[config.mk]
export PLATFORM = sky130hd
export DESIGN_NAME = tx_channel_inserter_insert
export DESIGN_NICKNAME = d
export VERILOG_FILES = /design/src/core/tx_channel_inserter_pkg.sv /design/src/core/tx_channel_inserter_insert.sv
export VERILOG_INCLUDE_DIRS = /design/src /design/src/core
export SDC_FILE = /design/constraint.sdc
export NUM_CORES = 1
export LEC_CHECK = 0
export ABC_CLOCK_PERIOD_IN_PS = 2400
export BUFFER_PORTS_ARGS = -buffer_cell sky130_fd_sc_hd__buf_4
export CAP_MARGIN = 0
export CORE_UTILIZATION = 50
export DETAILED_ROUTE_END_ITERATION = 12
export PLACE_DENSITY = 0.8
export SETUP_SLACK_MARGIN = 0.4
export SYNTH_ARGS = -nofsm -noshare
export SYNTH_HDL_FRONTEND = slang
export SYNTH_SLANG_ARGS = --single-unit
export TNS_END_PERCENT = 1
[constraint.sdc]
create_clock -name clk -period 2.4 [get_ports clk]
set_input_delay 0.24 -clock clk [delete_from_list [all_inputs] [get_ports clk]]
set_output_delay 0.24 -clock clk [all_outputs]
set_load 0.1 [all_outputs]
[src/core/tx_channel_inserter_regs.svh]
`ifndef TX_CHANNEL_INSERTER_REGS_SVH
`define TX_CHANNEL_INSERTER_REGS_SVH

// ----------------------------------------------------------------------------
// register offsets
// ----------------------------------------------------------------------------
`define TX_CHANNEL_INSERTER_LINK1_CTRL_OFS  8'h38
`define TX_CHANNEL_INSERTER_LINK1_MASK_OFS  8'h39
`define TX_CHANNEL_INSERTER_LINK2_CTRL_OFS  8'h3a
`define TX_CHANNEL_INSERTER_LINK2_MASK_OFS  8'h3b
`define TX_CHANNEL_INSERTER_LINK3_CTRL_OFS  8'h3c
`define TX_CHANNEL_INSERTER_LINK3_MASK_OFS  8'h3d

// ----------------------------------------------------------------------------
// field positions
// ----------------------------------------------------------------------------
`define TX_CHANNEL_INSERTER_EVEN_BIT        7
`define TX_CHANNEL_INSERTER_ODD_BIT         6
`define TX_CHANNEL_INSERTER_FRAMED_EN_BIT   5
`define TX_CHANNEL_INSERTER_SLOT_MSB        4
`define TX_CHANNEL_INSERTER_SLOT_LSB        0

// ----------------------------------------------------------------------------
// reset values
// ----------------------------------------------------------------------------
`define TX_CHANNEL_INSERTER_LINK1_CTRL_RST  8'h20
`define TX_CHANNEL_INSERTER_CTRL_RST        8'h00
`define TX_CHANNEL_INSERTER_MASK_RST        8'h00

// ----------------------------------------------------------------------------
// frame numbering
// ----------------------------------------------------------------------------
`define TX_CHANNEL_INSERTER_E1_FIRST_FRAME  5'h00
`define TX_CHANNEL_INSERTER_E1_LAST_FRAME   5'h0f
`define TX_CHANNEL_INSERTER_T1_FIRST_FRAME  5'h01
`define TX_CHANNEL_INSERTER_SF_LAST_FRAME   5'h0c
`define TX_CHANNEL_INSERTER_ESF_LAST_FRAME  5'h18

`endif

[src/core/tx_channel_inserter_pkg.sv]
package tx_channel_inserter_pkg;

  typedef logic [4:0] tx_channel_inserter_slot_t;
  typedef logic [4:0] tx_channel_inserter_frame_t;
  typedef logic [2:0] tx_channel_inserter_bitpos_t;
  typedef logic [7:0] tx_channel_inserter_byte_t;

endpackage

[src/core/tx_channel_inserter_insert.sv]
// The implementer's own choice: the strobed register port.
`timescale 1ns/1ns
`include "tx_channel_inserter_regs.svh"

// Overview of operation
// three independent paths, each inserting its own hdlc transmitter's bits by its settings
// even select set inserts the link into even frames, clear leaves them alone
// odd select set inserts into odd frames; both set means every frame
// e1 frames count 0 to 15; t1 frames 1 to 12, or 1 to 24 esf
// 5-bit slot field picks the slot in binary; t1 channel n is value n-1
// slot field has no effect while both frame selects are clear
// only slot bits whose mask bit is one are replaced, others pass through
// mask bit 7 is the first bit sent, mask bit 0 the eighth
// software sets all eight mask bits to fill a whole slot
// mask has no effect while both frame selects of that link are clear
// link one framed enable in t1 follows framer bit locations; selects clear
// when links collide on one bit, the lowest-numbered link wins
module tx_channel_inserter_insert #(
  parameter int NUM_LINKS = 3
) (
  // clock and reset
  input  wire logic                   clk,
  input  wire logic                   rst_b,
  // register port
  input  wire logic [7:0]             reg_addr,
  input  wire logic [7:0]             reg_wdata,
  input  wire logic                   reg_wr,
  input  wire logic                   reg_rd,
  output logic [7:0]                  reg_rdata,
  // framing mode
  input  wire logic                   e1_mode,
  input  wire logic                   esf_mode,
  // transmit stream in
  input  wire logic                   tx_in_valid,
  input  wire logic                   tx_in_data,
  input  wire logic                   tx_frame_start,
  input  wire logic                   tx_mf_start,
  input  wire logic                   tx_fbit,
  input  wire logic                   tx_dl_loc,
  input  wire tx_channel_inserter_pkg::tx_channel_inserter_slot_t   tx_slot,
  input  wire tx_channel_inserter_pkg::tx_channel_inserter_bitpos_t tx_bitpos,
  // hdlc transmitters
  input  wire logic [NUM_LINKS-1:0]   hdlc_bit,
  output logic [NUM_LINKS-1:0]        hdlc_bit_req,
  // transmit stream out
  output logic                        tx_out_valid,
  output logic                        tx_out_data,
  output logic [NUM_LINKS-1:0]        tx_out_ins
);

  // --------------------------------------------------------------------------
  // register file
  // --------------------------------------------------------------------------
  tx_channel_inserter_pkg::tx_channel_inserter_byte_t ctrl_q [NUM_LINKS];
  tx_channel_inserter_pkg::tx_channel_inserter_byte_t mask_q [NUM_LINKS];
  logic [7:0]           rdata_q;
  logic [7:0]           rdata_d;

  wire logic [NUM_LINKS-1:0] hit_ctrl;
  wire logic [NUM_LINKS-1:0] hit_mask;

  genvar gi;
  generate
    for (gi = 0; gi < NUM_LINKS; gi++) begin : g_reg
      localparam logic [7:0] CTRL_ADDR = 8'(`TX_CHANNEL_INSERTER_LINK1_CTRL_OFS + 2 * gi);
      localparam logic [7:0] MASK_ADDR = 8'(`TX_CHANNEL_INSERTER_LINK1_MASK_OFS + 2 * gi);
      localparam logic [7:0] CTRL_RST  = (gi == 0) ? `TX_CHANNEL_INSERTER_LINK1_CTRL_RST : `TX_CHANNEL_INSERTER_CTRL_RST;
      // only link one owns the framed enable; its bit reads zero elsewhere
      localparam logic [7:0] CTRL_WMSK = (gi == 0) ? 8'hff : 8'hdf;

      assign hit_ctrl[gi] = (reg_addr == CTRL_ADDR);
      assign hit_mask[gi] = (reg_addr == MASK_ADDR);

      always_ff @(posedge clk or negedge rst_b) begin
        if (!rst_b) begin
          ctrl_q[gi] <= CTRL_RST;
        end else if (reg_wr && hit_ctrl[gi]) begin
          ctrl_q[gi] <= reg_wdata & CTRL_WMSK;
        end
      end

      always_ff @(posedge clk or negedge rst_b) begin
        if (!rst_b) begin
          mask_q[gi] <= `TX_CHANNEL_INSERTER_MASK_RST;
        end else if (reg_wr && hit_mask[gi]) begin
          mask_q[gi] <= reg_wdata;
        end
      end
    end
  endgenerate

  // unmapped addresses read as zero
  always_comb begin
    rdata_d = 8'h00;
    for (int i = 0; i < NUM_LINKS; i++) begin
      if (hit_ctrl[i]) begin
        rdata_d = ctrl_q[i];
      end
      if (hit_mask[i]) begin
        rdata_d = mask_q[i];
      end
    end
  end

  always_ff @(posedge clk or negedge rst_b) begin
    if (!rst_b) begin
      rdata_q <= 8'h00;
    end else if (reg_rd) begin
      rdata_q <= rdata_d;
    end else begin
      rdata_q <= 8'h00;
    end
  end

  assign reg_rdata = rdata_q;

  // --------------------------------------------------------------------------
  // frame numbering
  // --------------------------------------------------------------------------
  tx_channel_inserter_pkg::tx_channel_inserter_frame_t frame_q;
  tx_channel_inserter_pkg::tx_channel_inserter_frame_t frame_d;
  wire tx_channel_inserter_pkg::tx_channel_inserter_frame_t first_frame;
  wire tx_channel_inserter_pkg::tx_channel_inserter_frame_t last_frame;
  wire tx_channel_inserter_pkg::tx_channel_inserter_frame_t cur_frame;
  wire logic                  frame_odd;

  // t1 counts from one, e1 from zero, so parity differs per mode
  assign first_frame = e1_mode ? `TX_CHANNEL_INSERTER_E1_FIRST_FRAME : `TX_CHANNEL_INSERTER_T1_FIRST_FRAME;
  assign last_frame  = e1_mode  ? `TX_CHANNEL_INSERTER_E1_LAST_FRAME :
                       esf_mode ? `TX_CHANNEL_INSERTER_ESF_LAST_FRAME : `TX_CHANNEL_INSERTER_SF_LAST_FRAME;

  always_comb begin
    frame_d = frame_q;
    if (tx_in_valid && tx_frame_start) begin
      if (tx_mf_start || frame_q >= last_frame) begin
        frame_d = first_frame;
      end else begin
        frame_d = frame_q + 5'h01;
      end
    end
  end

  always_ff @(posedge clk or negedge rst_b) begin
    if (!rst_b) begin
      frame_q <= `TX_CHANNEL_INSERTER_E1_FIRST_FRAME;
    end else begin
      frame_q <= frame_d;
    end
  end

  // the first bit of a frame already belongs to the new number
  assign cur_frame = frame_d;
  assign frame_odd = cur_frame[0];

  // --------------------------------------------------------------------------
  // per-link selection
  // --------------------------------------------------------------------------
  wire logic [NUM_LINKS-1:0] want;
  wire logic [NUM_LINKS-1:0] grant;
  wire logic                 framed_link;

  // framed link one only counts in t1; software keeps its selects clear
  assign framed_link = ctrl_q[0][`TX_CHANNEL_INSERTER_FRAMED_EN_BIT] && !e1_mode;

  generate
    for (gi = 0; gi < NUM_LINKS; gi++) begin : g_sel
      wire logic even_sel;
      wire logic odd_sel;
      wire logic frame_ok;
      wire logic slot_ok;
      wire logic mask_ok;
      wire logic framed_ok;

      assign even_sel = ctrl_q[gi][`TX_CHANNEL_INSERTER_EVEN_BIT];
      assign odd_sel  = ctrl_q[gi][`TX_CHANNEL_INSERTER_ODD_BIT];
      // with both selects clear, frame_ok is low, which masks slot and mask
      assign frame_ok = frame_odd ? odd_sel : even_sel;
      assign slot_ok  = (tx_slot == ctrl_q[gi][`TX_CHANNEL_INSERTER_SLOT_MSB:`TX_CHANNEL_INSERTER_SLOT_LSB]);
      assign mask_ok  = mask_q[gi][3'd7 - tx_bitpos];

      if (gi == 0) begin : g_framed
        assign framed_ok = framed_link && tx_dl_loc;
      end else begin : g_plain
        assign framed_ok = 1'b0;
      end

      // the t1 framing bit is never a slot bit
      assign want[gi] = tx_in_valid &&
                        (framed_ok || (!tx_fbit && frame_ok && slot_ok && mask_ok));
    end
  endgenerate

  // lowest link wins; a losing transmitter keeps its bit for later
  assign grant = want & ~(want - NUM_LINKS'(1)) ;

  // bit is pulled from the winning transmitter only
  assign hdlc_bit_req = grant;

  // --------------------------------------------------------------------------
  // output stage
  // --------------------------------------------------------------------------
  logic                 out_valid_q;
  logic                 out_data_q;
  logic [NUM_LINKS-1:0] out_ins_q;
  wire logic            ins_bit;

  assign ins_bit = |(grant & hdlc_bit);

  always_ff @(posedge clk or negedge rst_b) begin
    if (!rst_b) begin
      out_valid_q <= 1'b0;
      out_data_q  <= 1'b0;
      out_ins_q   <= '0;
    end else begin
      out_valid_q <= tx_in_valid;
      out_data_q  <= (|grant) ? ins_bit : tx_in_data;
      out_ins_q   <= grant;
    end
  end

  assign tx_out_valid = out_valid_q;
  assign tx_out_data  = out_data_q;
  assign tx_out_ins   = out_ins_q;

endmodule

# After elaboration in Yosys (flattened, before gate mapping)
# Cells that the tools add are included.
# word_totals
output_inout_bits,16
inputBits,39
word_cells,78
regBits,64
# op_classes
reduce_logical,27
add_sub_neg,3
n_bitwise,3
n_lt_le_gt_ge,2
muxes,22
eq_ne,9
# op_table
cell,n
8-bit 2-to-1 mux,7
"8-bit by 6-bit equality test with 1-bit output, second input constant",6
1-bit logical AND,21
5-bit equality test,3
5-bit 2-to-1 mux,3
1-bit binary-select mux with 3-bit select,3
1-bit 2-to-1 mux,9
3-bit bitwise AND,2
3-bit OR reduction,2
"5-bit by 1-bit adder with 5-bit output, second input constant",1
5-bit >= comparator,1
"3-bit by 4-bit less-than comparator with 1-bit output, second input constant",1
3-bit NOT,1
"3-bit by 1-bit subtractor with 3-bit output, second input constant",1
"3-bit subtractor, first input constant",1
1-bit zero test,2
1-bit logical OR,2

# Depth between registers and ports, before layout
# logic_depth
word_depth,18
depth_mapped,12
mapped_depth_nobuf,11

# Worst setup path before layout
# No wires, ideal clock.
# synth_timing
path_kind,register to register
start,register frame_q[0]
end,"register out_ins_q[2], in the netlist tx_out_ins[2]"
t_required_ps,2055
slack_ps,-2839
setup_ps,345
t_arrival_ps,4894
path_stages_with_launch,11
synth_period_minus_slack_ps,5239
n_path_buf,2
path_cell_list,dfrtp_1 -> buf_2 -> inv_1 -> ha_1 -> nor2b_1 -> o21ai_2 -> o211ai_1 -> or2_1 -> buf_6 -> o211ai_1 -> nor3_1
# synth_between
elab_chain_cells,13
word_cells_on_any_way,24
cone_classes,2 x add/sub; 1 x order compare; 5 x mux; 2 x bitwise; 14 x reduce/logical
# synth_lines
item,line,rtl
"start, declared",tx_channel_inserter_insert.sv:120,tx_channel_inserter_pkg::tx_channel_inserter_frame_t frame_q;
"start signal, assigned",tx_channel_inserter_insert.sv:145,frame_q <= `TX_CHANNEL_INSERTER_E1_FIRST_FRAME;
"start signal, assigned",tx_channel_inserter_insert.sv:147,frame_q <= frame_d;
5-bit >= comparator,tx_channel_inserter_insert.sv:135,if (tx_mf_start || frame_q >= last_frame) begin
1-bit logical OR,tx_channel_inserter_insert.sv:135,
5-bit 2-to-1 mux,tx_channel_inserter_insert.sv:135,
1-bit 2-to-1 mux *,tx_channel_inserter_insert.sv:134,if (tx_in_valid && tx_frame_start) begin
via cur_frame[0],tx_channel_inserter_insert.sv:124,wire tx_channel_inserter_pkg::tx_channel_inserter_frame_t cur_frame;
1-bit 2-to-1 mux,tx_channel_inserter_insert.sv:177,assign frame_ok = frame_odd ? odd_sel : even_sel;
1-bit logical AND (3 in a row),tx_channel_inserter_insert.sv:189,(framed_ok || (!tx_fbit && frame_ok && slot_ok && mask_ok));
1-bit logical OR,tx_channel_inserter_insert.sv:189,
1-bit logical AND,tx_channel_inserter_insert.sv:188,assign want[gi] = tx_in_valid &&
3-bit by 1-bit subtractor with 3-bit output,tx_channel_inserter_insert.sv:194,assign grant = want & ~(want - NUM_LINKS'(1)) ;
3-bit NOT,tx_channel_inserter_insert.sv:194,
3-bit bitwise AND *,tx_channel_inserter_insert.sv:194,
via hdlc_bit_req[2],tx_channel_inserter_insert.sv:44,"output logic [NUM_LINKS-1:0] hdlc_bit_req,"
"end signal, assigned",tx_channel_inserter_insert.sv:217,out_ins_q <= grant;
"end, declared",tx_channel_inserter_insert.sv:204,logic [NUM_LINKS-1:0] out_ins_q;
# Mark *: on every way through the listed nets, which the timed path passes. The rest lies on a longest branch.
# A chain may end at the register's enable or synchronous reset.

# Worst setup path after layout
# layout_timing
start,register frame_q[2]
end,output hdlc_bit_req[2]
# layout_between
elab_chain_cells,13
word_cells_on_any_way,23
cone_classes,1 x add/sub; 1 x order compare; 5 x mux; 2 x bitwise; 14 x reduce/logical
# layout_lines
item,line
5-bit >= comparator *,tx_channel_inserter_insert.sv:135
1-bit logical OR *,tx_channel_inserter_insert.sv:135
5-bit 2-to-1 mux *,tx_channel_inserter_insert.sv:135
1-bit 2-to-1 mux *,tx_channel_inserter_insert.sv:134
1-bit 2-to-1 mux,tx_channel_inserter_insert.sv:177
1-bit logical AND (3 in a row),tx_channel_inserter_insert.sv:189
1-bit logical OR,tx_channel_inserter_insert.sv:189
1-bit logical AND,tx_channel_inserter_insert.sv:188
3-bit by 1-bit subtractor with 3-bit output,tx_channel_inserter_insert.sv:194
3-bit NOT,tx_channel_inserter_insert.sv:194
3-bit bitwise AND *,tx_channel_inserter_insert.sv:194
"end, declared",tx_channel_inserter_insert.sv:44
# Mark *: on every way between the ends. The rest lies on a longest branch, timed or not.

==> flow_summary.ini <==
[worst_setup_path]
cp_max_fo = 4
cp_data_arrival_time_ns = 2.48
startpoint = frame_q[2]
worst_setup_path_start_kind = flop
crit_path_end_kind = output pin
cp.required_ns = 2.16
critical_path_class = flop to output pin
regToRegStartpoint = frame_q[2]

[yosys]
yosys.area_share.adder = 0.0181
ys_warn_count = 0
synth_edf_count = 0
ys_ff_latch = 64
yosysTopAreaCellShare = 0.456
yosys-mux-area-fraction = 0.240
netlist_area_mm2 = 0.00346
synth_area_per_cell_um2 = 11.7
synth_area_leader_cell = dfrtp_1
synth_simple_gate_area_frac = 0.129
ys.flop_type = dfrtp_1
synth-compound-area-share = 0.0889
async_reset_ff_frac = 1.00
netlist_instances = 295
synth_cell_types = 46
yosys-top-cells-area = dfrtp_1, mux2_2, mux4_2
synth_xor_area_frac = 0.0354
synth_sequential_area_ratio = 0.463
synth_top_family_by_area = multiplexers
syn_nets = 339

[pwr]
ir_worst_vdd_uv = 383
swShare = 0.302
p_int_mw = 1.92
seq_power_share = 0.438
p_sw_uw = 832
p_leak_nw = 2.16
power.share.combinational = 0.255
p_per_area_mw_per_mm2 = 605
p_clk_frac = 0.307

[global_routing]
grt_usage = 0.269
grt_first_pass_wirelength_um = 14500
antenna_found_initial = 0
grt_max_degree = 65
grt-ovfl-total = 0
grt_pass1_vias = 2862

[detailed_routing]
drc = 0
drtPass1Iterations = 4
totalWireLength_um = 9180
drt_iter0_drc = 186
wl_per_cell_um = 19.5
ant_nets = 0
num_vias = 2793
drt-vias-per-instance = 5.94

[final_layout]
fin_nets = 433
layout_common_cells = buf_4, dfrtp_1, mux2_2
final_common_cell = buf_4
drive_gt1_frac = 0.483
antenna_cells = 0
register_area_mm2 = 0.00160
post-route-util = 0.698
fillers = 503
multi_input_area_mm2 = 0.00191
syn_to_final_growth_pct = 31.6

[cts]
h-tree-depth = 3
clk_pin_slew_worst_paths_ns = 0.06
cts-root-buf = clkbuf_8
cts.sinks = 64
worstSkewPairLatency_ns = 0.35
cts_buffers = 9
cts_tree = yes
cts_buffer_depth = 2

[floorplanning]
die_width_um = 85.2
start_util = 0.530
coreArea_mm2 = 0.00653
die_y_um = 85.2
row_count = 29
die_area_mm2 = 0.00726
io-pin-count = 55

[placed_design]
place_ws_ns = -0.271
port_buffers = 54
dp_hpwl_um = 6370
finalWeightedCongestion = 0.875

[timing]
setup_ws_ns = -0.323
holdWs_ns = -0.0125
skew_ns = 0.0120
tns_ns = -0.762
tightest_slew_ns = 0.818
finalSetupViolCount = 3
drv_slew = 0
slew_headroom = 0.455
fmax_ghz = 0.367
finalHoldViolCount = 19
rsz0062_at_grt = true
post-route-min-period_ns = 2.72
fin_crit_sh = 1.13

[flow_run]
cap_violations = 0

[status]
run_status = finished, violations left
failed_checks = negative hold slack, negative setup slack

[hold_path]
hp-class = input pin to asynchronous set/reset pin
[final cells by class]
| class | instances | share of cell area |
|---|---|---|
| well taps | 77 | 0.0211 |
| multi-input cells | 213 | 0.420 |
| repair buffers | 92 | 0.161 |
| inverters | 9 | 0.00796 |
| clock buffers | 12 | 0.0341 |
| clock inverters | 3 | 0.00385 |
| flip-flops and latches | 64 | 0.352 |
[flip-flops by register name, indices dropped and copies added (netlist names)]
register	flops
mask_q	24
ctrl_q	22
reg_rdata	8
frame_q	5
tx_out_ins	3
tx_out_data	1
tx_out_valid	1
[path summary, 6_finish.rpt]
kind,end,slack [ns],cells after the start
setup / recovery,hdlc_bit_req[2],-0.32,9
hold / removal,frame_q[4],-0.01,1
setup reg to reg,tx_out_data,0.11,9
hold reg to reg,mask_q[21],0.54,1
max in group asynchronous,ctrl_q[16],1.88,1
min in group clk,tx_out_valid,0.04,1
[layer usage]
| metal | up-vias | GRT usage | share of wire |
|---|---|---|---|
| met1 | 1368 | 0.335 | 0.40 |
| met4 | 0 | 0.114 | 0.028 |
| met2 | 123 | 0.451 | 0.51 |
| met5 | - | 0 | 0 |
| met3 | 28 | 0.0623 | 0.067 |
| li1 | 1274 | - | - |
[critical path: stages (launching register included)]
cell and delay, ns:
dfrtp_1 0.41, ha_4 0.27, a21oi_4 0.14, o21ai_4 0.09, a32o_2 0.26, or2_4 0.27
mux2_4 0.21, nand2_2 0.06, nor3_4 0.23, buf_12 0.20
[power by group through the flow]
stage / Clock [mW] / Combinational [mW] / Sequential [mW]
2_1_floorplan: 0 / 0.340 / 1.23
3_3_place_gp: 0 / 0.563 / 1.22
4_1_cts: 0.854 / 0.619 / 1.20
3_5_place_dp: 0 / 0.586 / 1.22
5_1_grt: 0.889 / 0.766 / 1.21
6_report: 0.845 / 0.702 / 1.21
[timing repair]
action / 4_1_cts / 5_1_grt
pin swaps: 12 / 15
buffers inserted: 5 / 1
hold endpoints to repair: 0 / 0
gates cloned: 0 / 0
hold buffers: 0 / 0
gates resized for setup: 23 / 14
endpoints found under the setup margin: 7 / 7
[through the flow]
| step | power (mW) | hold slack (ns) | cell area, um2 | instances |
|---|---|---|---|---|
| after floorplan | 1.57 | -0.0556 | 3480 | 295 |
| after global placement | 1.78 | 0.380 | 4160 | 449 |
| after detailed placement | 1.81 | 0.387 | 4160 | 449 |
| after CTS | 2.68 | 0.0105 | 4480 | 469 |
| after global routing | 2.87 | 0.0427 | 4560 | 470 |
| final | 2.75 | -0.0125 | 4560 | 470 |
[cells by family (layout without fill, tap and decap cells)]
logic type,Yosys count,in the layout
adders and majority gates,5,5
DFF,64,64
muxes,64,64
buffers and inverters,18,116
and+or+nand+nor,87,87
AOI/OAI and AO/OA,43,43
xor gates and xnor gates,14,14
[cell usage after synthesis (4+ instances only)]
cell and count:
nor2_1 13, nand4_1 5, mux2_2 47, a21oi_1 5, a31oi_1 4, dfrtp_1 63, mux4_2 10, mux2i_1 6
nor2b_1 10, nand2_1 29, o21ai_0 8, a21boi_0 5, nor4_1 5, nand3_1 9, nor3_1 5, xor2_1 14
ha_1 5, a22oi_1 6, inv_1 9
Power figures use the tool's default switching activity.
